### config.mk
export PLATFORM = sky130hd
export DESIGN_NAME = adc_port_top
export DESIGN_NICKNAME = d
export VERILOG_FILES = /design/src/verilog/adc_port_pkg.sv /design/src/verilog/seq_if.sv /design/src/verilog/pin_sync.sv /design/src/verilog/chan_sequencer.sv /design/src/verilog/adc_port_top.sv
export VERILOG_INCLUDE_DIRS = /design/src /design/src/verilog
export SDC_FILE = /design/constraint.sdc
export NUM_CORES = 1
export LEC_CHECK = 0
export BUFFER_PORTS_ARGS = -buffer_cell sky130_fd_sc_hd__buf_2
export CAP_MARGIN = 20
export CELL_PAD_IN_SITES_DETAIL_PLACEMENT = 1
export CELL_PAD_IN_SITES_GLOBAL_PLACEMENT = 1
export CORE_MARGIN = 5
export CORE_UTILIZATION = 46
export CTS_BUF_LIST = sky130_fd_sc_hd__clkbuf_4 sky130_fd_sc_hd__clkbuf_8
export CTS_CLUSTER_SIZE = 10
export DETAILED_ROUTE_END_ITERATION = 16
export GPL_TIMING_DRIVEN = 0
export PLACE_DENSITY_LB_ADDON = 0.1
export SYNTH_ARGS = -nofsm -noshare
export SYNTH_HDL_FRONTEND = slang
export SYNTH_SLANG_ARGS = --single-unit
### constraint.sdc
create_clock -name CLOCK -period 6.05 [get_ports CLOCK]
set_input_delay 1.21 -clock CLOCK [delete_from_list [all_inputs] [get_ports CLOCK]]
set_output_delay 1.21 -clock CLOCK [all_outputs]
set_load 0.02 [all_outputs]
### src/verilog/adc_port_map.svh
// Purpose: register offsets, reset values and timing counts of the converter port
// Assumes: 10 MHz core clock
// Notes: definitions only
`ifndef ADC_PORT_MAP_SVH
`define ADC_PORT_MAP_SVH

// register byte offsets on the bus
`define ADDR_CTRL 8'h00
`define ADDR_STATUS 8'h04
`define ADDR_CFG 8'h08
`define ADDR_RESULT 8'h0c

// timing
`define CLK_PERIOD_NS 100
`define CONV_DURATION_NS 2200
`define CONV_CYCLES ((`CONV_DURATION_NS + `CLK_PERIOD_NS - 1) / `CLK_PERIOD_NS)

// reset values
`define CFG_RST 14'h0001
`define CTRL_RST 8'h16

// configuration word and transfer lengths
`define CFG_BITS 4'd14
`define CFG_LAST_BIT 4'd13
`define XFER_PLAIN 5'd16
`define XFER_RB 5'd30

// sequencer field codes
`define SEQ_OFF 2'b00
`define SEQ_UPD 2'b01
`define SEQ_TEMP 2'b10
`define SEQ_NOTEMP 2'b11

`endif

### src/verilog/adc_port_pkg.sv
// Purpose: types shared by the converter port modules
// Assumes: nothing
// Notes: each module keeps its state in one of these structs, except the reset flops of adc_port_top
package adc_port_pkg;

  typedef struct packed {
    logic wr_cfg;
    logic incc_hi;
    logic single;
    logic incc_lo;
    logic [2:0] last_ch;
    logic bw;
    logic [2:0] ref_sel;
    logic [1:0] seq;
    logic readback_disable_bit;
  } cfg_t;

  typedef enum logic {PH_ACQ, PH_CONV} phase_t;

  typedef struct packed {
    logic [2:0] sh;
    logic lvl;
    logic rise;
    logic fall;
  } sync_t;

  typedef struct packed {
    logic [2:0] chan;
    logic temp;
  } seq_st_t;

  typedef struct packed {
    phase_t ph;
    logic [7:0] conv_cnt;
    logic [7:0] conv_cyc;
    logic busy_mode;
    cfg_t cfg;
    cfg_t cfg_pend;
    logic pend_vld;
    logic [13:0] cap_sh;
    logic [3:0] cap_cnt;
    logic [29:0] out_sh;
    logic [4:0] fall_cnt;
    logic out_armed;
    logic busy_first;
    logic rb_en;
    logic result_serial_output;
    logic sdo_oe;
    logic [15:0] last_result;
    logic step;
    logic restart;
    logic converting;
    logic a_wr;
    logic [7:0] a_addr;
    logic [31:0] hrdata;
    logic hready;
  } port_st_t;

endpackage

### src/verilog/seq_if.sv
// Purpose: links the port controller to the channel sequencer
// Assumes: one clock shared by both ends
// Notes: step and restart are one-cycle pulses
`timescale 1ns/1ps
interface seq_if;
  logic step;
  logic restart;
  logic [1:0] seq_mode;
  logic single;
  logic [2:0] last_ch;
  logic [2:0] chan;
  logic temp;

  modport ctrl (output step, output restart, output seq_mode, output single,
    output last_ch, input chan, input temp);
  modport seq (input step, input restart, input seq_mode, input single,
    input last_ch, output chan, output temp);
endinterface

### src/verilog/pin_sync.sv
// Purpose: three-stage synchroniser with filtered level and edge pulses
// Assumes: pin is asynchronous to clk
// Notes: a change counts once the second and third stages agree
`timescale 1ns/1ps
module pin_sync
  import adc_port_pkg::*;
(
  // clock and reset
  input wire logic clk,
  input wire logic rst_n,
  // pin
  input wire logic pin,
  // filtered view
  output logic level,
  output logic rise,
  output logic fall
);
  sync_t q;
  sync_t d;

  always_comb begin
    d = q;
    // first stage feeds only the second
    d.sh = {q.sh[1:0], pin};
    d.rise = 1'b0;
    d.fall = 1'b0;
    if (q.sh[1] == q.sh[2] && q.sh[2] != q.lvl) begin
      d.lvl = q.sh[2];
      d.rise = q.sh[2];
      d.fall = ~q.sh[2];
    end
  end

  always_ff @(posedge clk or negedge rst_n) begin
    if (!rst_n) begin
      q <= '0;
    end else begin
      q <= d;
    end
  end

  assign level = q.lvl;
  assign rise = q.rise;
  assign fall = q.fall;
endmodule // pin_sync

### src/verilog/chan_sequencer.sv
// Purpose: channel pointer that steps once per finished conversion
// Assumes: step pulses come one per end of conversion
// Notes: the pointer names the input acquired for the next conversion
`timescale 1ns/1ps
module chan_sequencer
  import adc_port_pkg::*;
(
  // clock and reset
  input wire logic clk,
  input wire logic rst_n,
  // controller side
  seq_if.seq s
);
  `include "adc_port_map.svh"

  seq_st_t q;
  seq_st_t d;
  logic at_last;

  always_comb begin
    d = q;
    // pairs run on even inputs; a last setting of 110 or 111 ends at pair 6
    at_last = s.single ? (q.chan >= s.last_ch) : (q.chan >= {s.last_ch[2:1], 1'b0});
    if (s.step) begin
      if (s.seq_mode == `SEQ_OFF) begin
        // sequencer off: the selected input is converted every time
        d.chan = s.last_ch;
        d.temp = 1'b0;
      end else if (s.restart) begin
        d.chan = 3'h0;
        d.temp = 1'b0;
      end else if (q.temp) begin
        d.chan = 3'h0;
        d.temp = 1'b0;
      end else if (at_last) begin
        d.chan = 3'h0;
        d.temp = (s.seq_mode == `SEQ_TEMP);
      end else begin
        d.chan = q.chan + (s.single ? 3'h1 : 3'h2);
      end
    end
  end

  always_ff @(posedge clk or negedge rst_n) begin
    if (!rst_n) begin
      q <= '0;
    end else begin
      q <= d;
    end
  end

  assign s.chan = q.chan;
  assign s.temp = q.temp;
endmodule // chan_sequencer

### src/verilog/adc_port_top.sv
// Purpose: serial port, conversion timing and sequencer control of the converter
// Assumes: 10 MHz CLOCK; serial clock well below CLOCK/6; AHB-Lite single word access
// Notes: result data come from the core on SAMPLE_DATA at end of conversion
//
// Functional notes
// - Sequencer scans from input zero to the last-channel field, then repeats.
// - Pairs use even inputs positive, odd negative; 110 or 111 scans four pairs.
// - Bits two and one of the configuration enable or disable the sequencer.
// - Codes: 00 off, 01 update during sequence, 10 with sensor, 11 without.
// - Changing pairing or last channel restarts the sequence at input zero.
// - After the last channel the sensor slot follows if enabled, then input zero.
// - Word written in phase n-1 applies at phase n; valid data in n+1.
// - Convert pin rise starts conversion, floats output, ignores configuration input.
// - A conversion runs to its end whatever the convert pin does.
// - Convert pin falling after conversion puts the result MSB on the output.
// - While convert pin low, first 14 serial clock rises capture configuration bits.
// - Without busy, first 15 falling edges shift out bits after the MSB.
// - A configuration word incomplete by end of conversion is dropped.
// - A result not fully read by the next end of conversion is lost.
// - Without busy, output floats on 16th or 30th fall or convert rise.
// - With readback, the associated configuration follows the result LSB, MSB first.
// - Output data stay valid across both serial clock edges.
// - In busy mode the output goes low at end of conversion as data ready.
// - Busy mode with readback needs 31 falling edges before output floats.
// - Busy mode without readback needs 17 falling edges; last bit stays driven.
`timescale 1ns/1ps
module adc_port_top
  import adc_port_pkg::*;
(
  // clock and reset
  input wire logic CLOCK,
  input wire logic ARST_N,
  // register bus
  input wire logic HSEL,
  input wire logic [31:0] HADDR,
  input wire logic [1:0] HTRANS,
  input wire logic HWRITE,
  input wire logic [2:0] HSIZE,
  input wire logic [31:0] HWDATA,
  input wire logic HREADY,
  output logic [31:0] HRDATA,
  output logic HREADYOUT,
  output logic HRESP,
  // host serial pins
  input wire logic CONVERT_PIN,
  input wire logic SERIAL_CLOCK,
  input wire logic CONFIG_IN,
  output logic RESULT_SERIAL_OUTPUT_O,
  output logic RESULT_SERIAL_OUTPUT_OE,
  // converter core
  input wire logic [15:0] SAMPLE_DATA,
  output logic [2:0] CHANNEL_SEL,
  output logic TEMP_SEL,
  output logic SINGLE_SEL,
  output logic CONVERTING
);
  `include "adc_port_map.svh"

  logic [1:0] rst_sync_q;
  logic rst_n;
  port_st_t q;
  port_st_t d;
  logic cnv_lvl;
  logic cnv_rise;
  logic cnv_fall;
  logic sck_rise;
  logic sck_fall;
  logic din_lvl;
  logic eoc;
  logic [4:0] total;
  logic addr_hit;
  cfg_t word_in;

  seq_if sif ();

  // reset release through two flops
  always_ff @(posedge CLOCK or negedge ARST_N) begin
    if (!ARST_N) begin
      rst_sync_q <= 2'b00;
    end else begin
      rst_sync_q <= {rst_sync_q[0], 1'b1};
    end
  end
  assign rst_n = rst_sync_q[1];

  pin_sync u_cnv_sync (
    .clk(CLOCK),
    .rst_n(rst_n),
    .pin(CONVERT_PIN),
    .level(cnv_lvl),
    .rise(cnv_rise),
    .fall(cnv_fall)
  );

  pin_sync u_sck_sync (
    .clk(CLOCK),
    .rst_n(rst_n),
    .pin(SERIAL_CLOCK),
    .level(),
    .rise(sck_rise),
    .fall(sck_fall)
  );

  // same depth as the serial clock path so the bit lines up with its edge
  pin_sync u_din_sync (
    .clk(CLOCK),
    .rst_n(rst_n),
    .pin(CONFIG_IN),
    .level(din_lvl),
    .rise(),
    .fall()
  );

  chan_sequencer u_seq (
    .clk(CLOCK),
    .rst_n(rst_n),
    .s(sif.seq)
  );

  assign eoc = (q.ph == PH_CONV) && (q.conv_cnt == 8'h01);
  assign word_in = cfg_t'({q.cap_sh[12:0], din_lvl});

  always_comb begin
    d = q;
    d.step = 1'b0;
    d.restart = 1'b0;
    total = q.rb_en ? `XFER_RB : `XFER_PLAIN;
    if (q.busy_mode) begin
      // one extra edge: the first fall only replaces the data-ready low
      total = total + 5'd1;
    end
    addr_hit = (HADDR[31:8] == 24'h000000);

    // bus address phase, zero wait states
    d.hready = 1'b1;
    d.a_wr = 1'b0;
    if (HREADY) begin
      d.a_wr = HSEL && HTRANS[1] && HWRITE && addr_hit;
      d.a_addr = HADDR[7:0];
      if (HSEL && HTRANS[1] && !HWRITE && addr_hit) begin
        case (HADDR[7:0])
          `ADDR_CTRL: d.hrdata = {24'h000000, q.conv_cyc};
          `ADDR_STATUS: d.hrdata = {20'h00000, q.converting, q.busy_mode, q.pend_vld,
            q.sdo_oe, q.cap_cnt, sif.temp, sif.chan};
          `ADDR_CFG: d.hrdata = {18'h00000, q.cfg};
          `ADDR_RESULT: d.hrdata = {16'h0000, q.last_result};
          default: d.hrdata = 32'h00000000;
        endcase
      end else begin
        d.hrdata = 32'h00000000;
      end
    end
    // bus data phase
    if (q.a_wr && q.a_addr == `ADDR_CTRL) begin
      // zero would wrap the conversion timer to 256 cycles, so one cycle is the floor
      d.conv_cyc = (HWDATA[7:0] == 8'h00) ? 8'h01 : HWDATA[7:0];
    end

    // conversion timer
    if (q.ph == PH_CONV) begin
      d.conv_cnt = q.conv_cnt - 8'h01;
    end else if (cnv_rise) begin
      d.ph = PH_CONV;
      d.conv_cnt = q.conv_cyc;
      d.converting = 1'b1;
    end

    // serial output: data move only on falling edges
    if (cnv_rise) begin
      d.sdo_oe = 1'b0;
      d.out_armed = 1'b0;
    end else if (cnv_fall && q.out_armed && q.ph == PH_ACQ) begin
      d.result_serial_output = q.out_sh[29];
      d.sdo_oe = 1'b1;
      d.out_armed = 1'b0;
    end else if (sck_fall && !cnv_lvl && q.sdo_oe) begin
      d.fall_cnt = q.fall_cnt + 5'd1;
      if (q.busy_first) begin
        d.busy_first = 1'b0;
        d.result_serial_output = q.out_sh[29];
      end else begin
        d.out_sh = {q.out_sh[28:0], 1'b0};
        d.result_serial_output = q.out_sh[28];
      end
      if (d.fall_cnt == total) begin
        d.sdo_oe = 1'b0;
      end
    end

    // configuration capture on rising edges while convert pin is low
    if (sck_rise && !cnv_lvl) begin
      if (q.cap_cnt != 4'h0 && q.cap_cnt < `CFG_BITS) begin
        d.cap_sh = {q.cap_sh[12:0], din_lvl};
        d.cap_cnt = q.cap_cnt + 4'h1;
        if (q.cap_cnt == `CFG_LAST_BIT) begin
          d.cfg_pend = word_in;
          d.pend_vld = 1'b1;
        end
      end else if (din_lvl) begin
        // a word opens only on a high bit, so a host holding the line low keeps the old word
        d.cap_sh = {13'h0000, 1'b1};
        d.cap_cnt = 4'h1;
        d.pend_vld = 1'b0;
      end
    end

    // end of conversion: new result replaces any unread one
    if (eoc) begin
      d.ph = PH_ACQ;
      d.converting = 1'b0;
      d.out_sh = {SAMPLE_DATA, q.cfg};
      d.last_result = SAMPLE_DATA;
      d.rb_en = ~q.cfg.readback_disable_bit;
      d.fall_cnt = 5'd0;
      d.busy_mode = ~cnv_lvl;
      if (!cnv_lvl) begin
        d.result_serial_output = 1'b0;
        d.sdo_oe = 1'b1;
        d.busy_first = 1'b1;
        d.out_armed = 1'b0;
      end else begin
        d.sdo_oe = 1'b0;
        d.busy_first = 1'b0;
        d.out_armed = 1'b1;
      end
      // a partial word is dropped; a complete one takes effect now
      d.cap_cnt = 4'h0;
      d.pend_vld = 1'b0;
      if (q.pend_vld) begin
        d.cfg = q.cfg_pend;
        d.restart = (q.cfg_pend.single != q.cfg.single) ||
          (q.cfg_pend.last_ch != q.cfg.last_ch) ||
          (q.cfg.seq == `SEQ_OFF);
      end
      d.step = 1'b1;
    end
  end

  always_ff @(posedge CLOCK or negedge rst_n) begin
    if (!rst_n) begin
      q <= '0;
      q.cfg <= cfg_t'(`CFG_RST);
      q.conv_cyc <= `CTRL_RST;
      q.hready <= 1'b1;
    end else begin
      q <= d;
    end
  end

  // sequencer follows the configuration now in force
  assign sif.step = q.step;
  assign sif.restart = q.restart;
  assign sif.seq_mode = q.cfg.seq;
  assign sif.single = q.cfg.single;
  assign sif.last_ch = q.cfg.last_ch;

  assign HRDATA = q.hrdata;
  assign HREADYOUT = q.hready;
  assign HRESP = 1'b0;
  assign RESULT_SERIAL_OUTPUT_O = q.result_serial_output;
  assign RESULT_SERIAL_OUTPUT_OE = q.sdo_oe;
  assign CHANNEL_SEL = sif.chan;
  assign TEMP_SEL = sif.temp;
  assign SINGLE_SEL = q.cfg.single;
  assign CONVERTING = q.converting;
endmodule // adc_port_top

=== After elaboration in Yosys (flattened, before gate mapping) ===
Index checks and enable logic that the tools add are counted.

* Output and inout bits: 42
* Register bits: 187
* Input bits: 93
* Logic and storage cells: 175

* Bitwise gates (word level): 5
* Reduce and logical (&&, ||, !) cells: 44
* Add/sub/neg operators: 5
* Multiplexer cells: 46
* $lt $le $gt $ge: 3
* Equality and inequality tests: 20

{| class="wikitable"
|+ Operator list
! cell !! number
|-
| two-way mux 35 bit || 3
|-
| one-hot mux 16 bit (4 select lines) || 1
|-
| two-way mux 63 bit || 1
|-
| two-way mux 19 bit || 3
|-
| two-way mux 41 bit || 1
|-
| two-way mux 32 bit || 1
|-
| two-way mux 30 bit || 1
|-
| logical NOT 24 bit || 1
|-
| logical NOT 8 bit || 3
|-
| two-way mux 1 bit || 20
|-
| == test 8 x 4 -> 1 bit (second input constant) || 2
|-
| logical AND 1 bit || 16
|-
| two-way mux 4 bit || 4
|-
| two-way mux 8 bit || 2
|-
| two-way mux 2 bit || 6
|-
| nonzero test 4 bit || 3
|-
| adder 5 x 1 -> 5 bit (second input constant) || 2
|-
| AND reduction 2 bit || 5
|-
| nonzero test 2 bit || 5
|-
| two-way mux 9 bit || 1
|-
| AND reduction 3 bit || 3
|-
| == test 8 x 1 -> 1 bit (second input constant) || 1
|-
| == test 8 x 3 -> 1 bit (second input constant) || 1
|-
| subtractor 8 x 1 -> 8 bit (second input constant) || 1
|-
| 21 further kinds || 36
|}

=== Depth between registers and ports, before layout ===
Gate-level depths: netlist of run 1.

* Depth in word-level cells: 10
* Gate-level depth with buffers: 9
* Depth with buffers taken out: 7

=== By module ===
Synthesis of run 1 repeated with hierarchy kept, for this count alone.

* Cells, all modules: 707
* Area total of the unflattened synthesis: 8247.9 um2

{| class="wikitable"
|+ Modules (own cells, without submodules)
! module !! sequential area each (um2) !! times used !! area an instance (um2) !! cells an instance
|-
| adc_port_top || 3758.6 || 1 || 7319.5 || 636
|-
| pin_sync || 150.1 || 3 || 178.9 || 9
|-
| chan_sequencer || 100.1 || 1 || 391.6 || 44
|}

=== Worst setup path before layout of run 1 ===
Ideal clock, no wire load.

* Path type: input to register
* Start point: input port HADDR[3]
* End point: register q, in the netlist HRDATA[11]
* Data arrival time: 2451 ps
* Library setup time: 121 ps
* Stages: 6
* Path buffers: 2
* Path slack: 3478 ps
* Required time: 5929 ps
* Path through: clkbuf_1 > buf_2 > mux2_2 > a22oi_1 > nor2_1 > a22o_1

* Longest elaborated chain between the ends: 3
* Elaborated cells between the ends (all ways): 6
* Classes of those cells: 3 x eq/ne; 2 x mux; 1 x reduce/logical

{| class="wikitable"
|+ Ends and longest elaborated chain
! element !! line !! text
|-
| start, declared || adc_port_top.sv:35 || <nowiki>input wire logic [31:0] HADDR,</nowiki>
|-
| == test 8 x 4 -> 1 bit, or another cell as far along || adc_port_top.sv:141 || <nowiki>case (HADDR[7:0])</nowiki>
|-
| one-hot mux 16 bit (4 select lines) * || adc_port_top.sv:141 ||
|-
| two-way mux 32 bit * || adc_port_top.sv:140 || <nowiki>if (HSEL && HTRANS[1] && !HWRITE && addr_hit) begin</nowiki>
|-
| end, declared || adc_port_top.sv:61 || <nowiki>port_st_t q;</nowiki>
|}

Mark *: on every way between the ends. The rest lies on a longest branch, timed or not.
A chain may end at the register's enable or synchronous reset.

=== Worst setup path after layout of run 1 ===
* Start point: register u_seq.q, in the netlist u_seq.s.chan[1]
* End point: output port CHANNEL_SEL[1]

{| class="wikitable"
|+ RTL lines
! element !! line !! text
|-
| start, declared || chan_sequencer.sv:16 || <nowiki>seq_st_t q;</nowiki>
|-
| start signal, assigned || chan_sequencer.sv:46 || <nowiki>q <= '0;</nowiki>
|-
| start signal, assigned || chan_sequencer.sv:48 || <nowiki>q <= d;</nowiki>
|-
| end, declared || adc_port_top.sv:52 || <nowiki>output logic [2:0] CHANNEL_SEL,</nowiki>
|}

No word-level cell between the ends.

==> impl_metrics.ini, run 1 <==
[cells_and_area]
finalNetCount = 938
stdcell_count = 1071
final_common_cell = dfrtp_1
multiInputGateArea_um2 = 3230
fill_cells = 1874
layout-drive-gt1-share_pct = 28.5
final_cell_mix = 165 x dfrtp_1, 96 x buf_2, 94 x nand2_1, 46 x mux2_2, 45 x nor2_1
antenna_cells = 0
regArea_um2 = 4260
syn2layout_area_growth_pct = 15.9

[sta]
fin_tns_setup_ns = 0
period_minus_slack_ns = 2.47
timing.fmax_mhz = 404
tightest_slew_ns = 0.958
rsz0062_at_grt = false
max_slew_margin_pct = 35.6
finalSetupViolCount = 0
maxSlewViolCount = 0
post-route-period-util_pct = 40.9
final-hold-violation-count = 0
whs_ns = 0.354
skew_ns = 0.0136

[logic_synthesis]
ys.flop_type = dfrtp_1
ys_ff_latch = 170
syn_area_per_cell_um2 = 11.2
syn_area_um2 = 7950
async_reset_ff_share_pct = 100
synth_cell_types = 63
yosys.area.top_type = dfrtp_1
synth_enable_flop_cells = 0
postSynthCellCount = 709
ys_warn_count = 0
synth_top_area_share_pct = 52.2
yosysSeqAreaShare_pct = 53.6
synth.area.top_cells = dfrtp_1 52%, mux2_2 6.5%, nand2_1 4.4%, mux2i_1 4.4%, buf_4 3.4%

[clocking]
clk_latency_ns = 0.46
cts.sinks = 170
post_cts_buffers = 0
cts-root-buf = clkbuf_8
postCtsHoldBufs = 0
h-tree-depth = 4
cts_tree = done
ctsResizeCount = 0
cts.clk_slew.worst_paths_ns = 0.10
clockBufferDepth = 2
numCtsBuffers = 17

[floorplanning]
die-width_um = 141
initial_utilization_pct = 46.5
io_pins = 135
core_area_um2 = 17100
die-area_um2 = 20000
die_h_um = 141
fp-row-count = 48

[route]
num_vias = 5709
first_pass_iters = 7
wire_per_inst_um = 19.2
drc = 0
via_per_inst = 5.33
wirelength_mm = 20.5
drt-initial-drc-count = 236
postRouteAntennaNets = 0

[placed_design]
placed_cells = 1039
globalplace.congestion = 0.823
dp_hpwl_mm = 15.6
port_buffers = 86

[pwr]
p_switching_w = 0.000969
pwr-share-comb_pct = 18.8
static-leakage-power_nw = 4.50
p_seq_share_pct = 52.3
p_clk_share_pct = 28.9
ir_drop_mv = 0.165
powerDensity_nw_per_um2 = 332
switching_share_pct = 31.7
p_int_w = 0.00209
p_total_w = 0.00306

[worst_hold_path]
hold_path_class = register to register
min_from = u_sck_sync.d[4]$_DFF_PN0_
whs_path_depth = 0
whs_endpoint = u_sck_sync.d[5]$_DFF_PN0_

[critical_path]
reg2reg_from = u_seq.s.chan[0]$_DFFE_PN0P_
critPathMaxFanout = 6
r2r_slack_ns = 3.74
worst-path-buf-inv = 1
critPathRequiredTime_ns = 4.84
cpLargestDelayFamily = flip-flops
r2r_cells = 7
cp-end-kind = primary output
r2r-end = u_seq.s.chan[0]$_DFFE_PN0P_
setup.worst_path.start_class = register
path_class = register to primary output
cp_cell_sequence = buf_2
critPathArrivalTime_ns = 1.26
slowest_delay_ns = 0.56
slowest_stage = dfrtp_1

[global_route]
grt_usage_pct = 21.4
grt_pass1_vias = 6306
grt_pass1_wl_mm = 33.6
grt_max_degree = 65
grt-ovfl-total = 0
antenna_found_initial = 0

[status]
status = completed

[run]
maxCapViolCount = 0
-- through the flow --
step	utilization (%)	area, um^2	setup slack (ns)
finish	53.9	9220	3.58
global route	53.9	9220	3.43
CTS	53.9	9220	3.55
detailed placement	51.3	8790	3.09
global placement	51.0	8730	-0.790
floorplan	-	8020	0.969
-- per-layer routing --
metal	vias up	share of wire [%]	track usage [%]
li1	2671	-	-
met1	2909	44	27.5
met2	109	50	37.0
met3	20	4.3	4.08
met4	0	1.4	6.11
met5	-	0	0
-- power groups by stage --
| stage | Combinational [W] | Clock [W] | Sequential, W |
|---|---|---|---|
| finish | 0.000575 | 0.000885 | 0.00160 |
| global route | 0.000659 | 0.000953 | 0.00163 |
| CTS | 0.000582 | 0.000906 | 0.00160 |
| detailed placement | 0.000578 | 0 | 0.00162 |
| global placement | 0.000516 | 0 | 0.00161 |
| floorplan | 0.000416 | 0 | 0.00155 |
-- worst max path at each step --
stage                                  end                        start  depth (start not counted)  slack, ns
finish                      CHANNEL_SEL[1]  u_seq.s.chan[1]$_DFFE_PN0P_                          1       3.58
global route        HRDATA[14]$_DFFE_PN0P_                    HADDR[15]                          7       3.43
CTS                             SINGLE_SEL       SINGLE_SEL$_DFFE_PN0P_                          1       3.55
detailed placement  HRDATA[14]$_DFFE_PN0P_                    HADDR[18]                          7       3.09
global placement         q[33]$_DFFE_PN0P_      rst_sync_q[1]$_DFF_PN0_                          0      -0.79
floorplan           CONVERTING$_DFFE_PN0P_      rst_sync_q[1]$_DFF_PN0_                          0       0.97
-- flip-flops by register name (all words and copies together), names as in the netlist, 2 cells and up --
signal        count
sif.last_ch       3
u_sck_sync.d      2
rst_sync_q        2
sif.seq_mode      2
HRDATA           16
u_seq.s.chan      3
u_cnv_sync.d      2
q               121
u_din_sync.d      2
-- final cells by class --
| class | instances | share of cell area (%) |
|---|---|---|
| timing repair buffer | 88 | 5.27 |
| sequential | 170 | 46.2 |
| tap | 225 | 3.05 |
| clock buffer | 17 | 2.54 |
| clock inverter | 15 | 2.16 |
| multi-input combinational | 468 | 35.0 |
| buffer | 70 | 5.02 |
| inverter | 18 | 0.733 |
-- cell families after synthesis --
logic type	share of synthesized area, %
XOR/XNOR	1.54
other	0.0944
AO/OA/AOI/OAI	8.45
buffers and inverters	6.67
multiplexers	13.2
adder cells (fa/ha/maj)	2.36
flip-flops	53.6
AND/OR/NAND/NOR	14.1
-- cells in the mapped netlist, drive strengths merged (6+ instances only) --
master and number:
a22oi 6, clkbuf 14, mux2 46, mux4 8, buf 56, ha 11
and2 8, nor2 47, o21ai 26, dfrtp 166, nor3 9, xnor2 8
xor2 6, inv 18, nand3 18, a21oi 30, mux2i 35, nand2 95
nor4 10, a22o 17
Power figures use the tool's default switching activity.
==> inputs of run 2 (changes only) <==
- CORE_UTILIZATION: 46 -> 42
- clock period: 6.05 -> 1.99 ns (I/O delays scaled with it)
==> run 2 against run 1 <==
Against the previous run:
- the flow now finishes with violations (setup timing)
- clock skew is 0.00092 ns lower
- register-to-register slack worse by 3.8 ns
- clock power grew to 2.6 times the previous value
- clock-buffer cell count is 3 higher
- hold slack worse by 0.18 ns
- setup slack worse by 3.6 ns
- via count is 3.0% higher
- cell count is 3.9% higher
- critical endpoint is now q[132]$_DFFE_PN0P_
- largest cell class unchanged
- largest power group unchanged
==> impl_metrics.ini, run 2 (synthesis results as in run 1) <==
[sta]
final-hold-violation-count = 0
post-route-period-util_pct = 103
timing.fmax_mhz = 487
worst_slack_ns = -0.0620
rsz0062_at_grt = true
finalSetupViolCount = 14
fin_tns_setup_ns = -0.602
tightest_slew_ns = 0.626
period_minus_slack_ns = 2.05
maxSlewViolCount = 0
max_slew_margin_pct = 58.3
skew_ns = 0.0127

[cells_and_area]
syn2layout_area_growth_pct = 24.1
design_area_um2 = 9870
multiInputGateArea_um2 = 3460
largest_reg_flops = 121
layout-drive-gt1-share_pct = 36.2
final_cell_mix = 158 x dfrtp_1, 95 x buf_2, 86 x nand2_1, 56 x buf_4, 45 x nor2_1
antenna_cells = 0
finalNetCount = 971
regArea_um2 = 4270
utilization_pct = 52.8
final_common_cell = dfrtp_1
regMostFlops = q
fill_cells = 2029

[placed_design]
dp_hpwl_mm = 15.2
place_area_um2 = 8800
port_buffers = 86
place_ws_ns = -0.247
globalplace.congestion = 0.788

[route]
num_vias = 5882
first_pass_iters = 5
drc = 0
wire_per_inst_um = 19.1
wirelength_mm = 21.3
via_per_inst = 5.28
drt-initial-drc-count = 237
postRouteAntennaNets = 0

[critical_path]
cp_num_cells = 8
critPathMaxFanout = 5
cp-end-kind = register
setup.worst_path.start_class = register
slowest_stage = dfrtp_2
slowest_delay_ns = 0.41
cp_cell_sequence = inv_2, ha_4, nor3b_4, or3_4, buf_8, nor2_8, clkbuf_16, mux2_4
worst-path-buf-inv = 3
reg2reg_from = q[102]$_DFFE_PN0P_
critPathRequiredTime_ns = 2.33
r2r_slack_ns = -0.06
path_class = register to register
cpLargestDelayFamily = simple AND/OR/NAND/NOR gates
r2r-end = q[132]$_DFFE_PN0P_
critPathArrivalTime_ns = 2.39
r2r_cells = 8

[pwr]
static-leakage-power_nw = 4.75
p_total_w = 0.00940
ir_drop_mv = 0.464
powerDensity_nw_per_um2 = 953

[floorplanning]
die_h_um = 148
die-width_um = 148
core_area_um2 = 18700
io_pins = 135
initial_utilization_pct = 42.5
die-area_um2 = 21800
fp-row-count = 50

[worst_hold_path]
min_from = SAMPLE_DATA[3]
whs_path_depth = 3
hold_path_class = input port to register
whs_endpoint = q[48]$_DFFE_PN0N_

[status]
violations = setup timing
status = complete, but fails checks

[clocking]
numCtsBuffers = 17
clockBufferDepth = 2
cts.clk_slew.worst_paths_ns = 0.09
cts.sinks = 170
h-tree-depth = 4
cts-root-buf = clkbuf_8
cts_tree = done
clk_latency_ns = 0.46

[global_route]
grt_usage_pct = 19.0
antenna_found_initial = 1
grt_pass1_wl_mm = 32.7
grt_max_degree = 71
grt_pass1_vias = 6209
grt-ovfl-total = 0

[run]
maxCapViolCount = 0
-- run 2: metrics by stage --
stage	cells	hold slack [ns]
after global placement	1046	0.183
final	1113	0.171
after global routing	1113	0.143
after detailed placement	1048	0.187
after CTS	1085	0.0109
after floorplan	726	0.102
-- run 2: what timing repair did --
action / in CTS / in global routing
hold endpoints to repair: 2 / 3
buffers inserted: 4 / 17
setup endpoints to repair: 55 / 77
pin swaps: 2 / 17
hold buffers: 1 / 3
cloned: 0 / 8
resized for setup: 14 / 78
-- run 2: per-layer routing --
metal | GRT usage [%] | up-vias | part of all wire, %
met5 | 0 | - | 0.061
met4 | 4.01 | 2 | 0.87
met3 | 4.94 | 19 | 5.1
met2 | 32.6 | 111 | 50
met1 | 24.3 | 3007 | 44
li1 | - | 2743 | -
-- run 2: worst max-delay path by stage --
stage / startpoint / endpoint / slack, ns
after floorplan: u_seq.s.chan[0]$_DFFE_PN0P_ / u_seq.s.chan[2]$_DFFE_PN0P_ / 0.006
after global placement: rst_sync_q[1]$_DFF_PN0_ / q[33]$_DFFE_PN0P_ / -0.34
after detailed placement: q[101]$_DFFE_PN0P_ / q[109]$_DFFE_PN0P_ / -0.25
after CTS: q[102]$_DFFE_PN0P_ / q[120]$_DFFE_PN0P_ / -0.03
after global routing: q[102]$_DFFE_PN0P_ / q[128]$_DFFE_PN0P_ / -0.14
final: q[102]$_DFFE_PN0P_ / q[132]$_DFFE_PN0P_ / -0.06
-- run 2: cell type report --
class,instances,area share [%]
timing repair buffer,121,8.91
inverter,18,0.685
buffer,70,5.40
multi-input combinational,468,35.1
clock inverter,12,1.03
clock buffer,20,2.66
tap,234,2.97
sequential,170,43.3
-- run 2: power by group --
| part | leakage (nW) | internal, W | total [W] | switching, W |
|---|---|---|---|---|
| registers | 2.16 | 0.00417 | 0.00488 | 0.000712 |
| logic | 2.41 | 0.00112 | 0.00223 | 0.00110 |
| clock network | 0.177 | 0.00104 | 0.00230 | 0.00126 |
-- run 2: worst register-to-register path, cell delays in order (launching register included) --
cell and delay [ns]:
dfrtp_2 0.41, inv_2 0.06, ha_4 0.15, nor3b_4 0.15, or3_4 0.41, buf_8 0.14, nor2_8 0.14, clkbuf_16 0.18
mux2_4 0.29
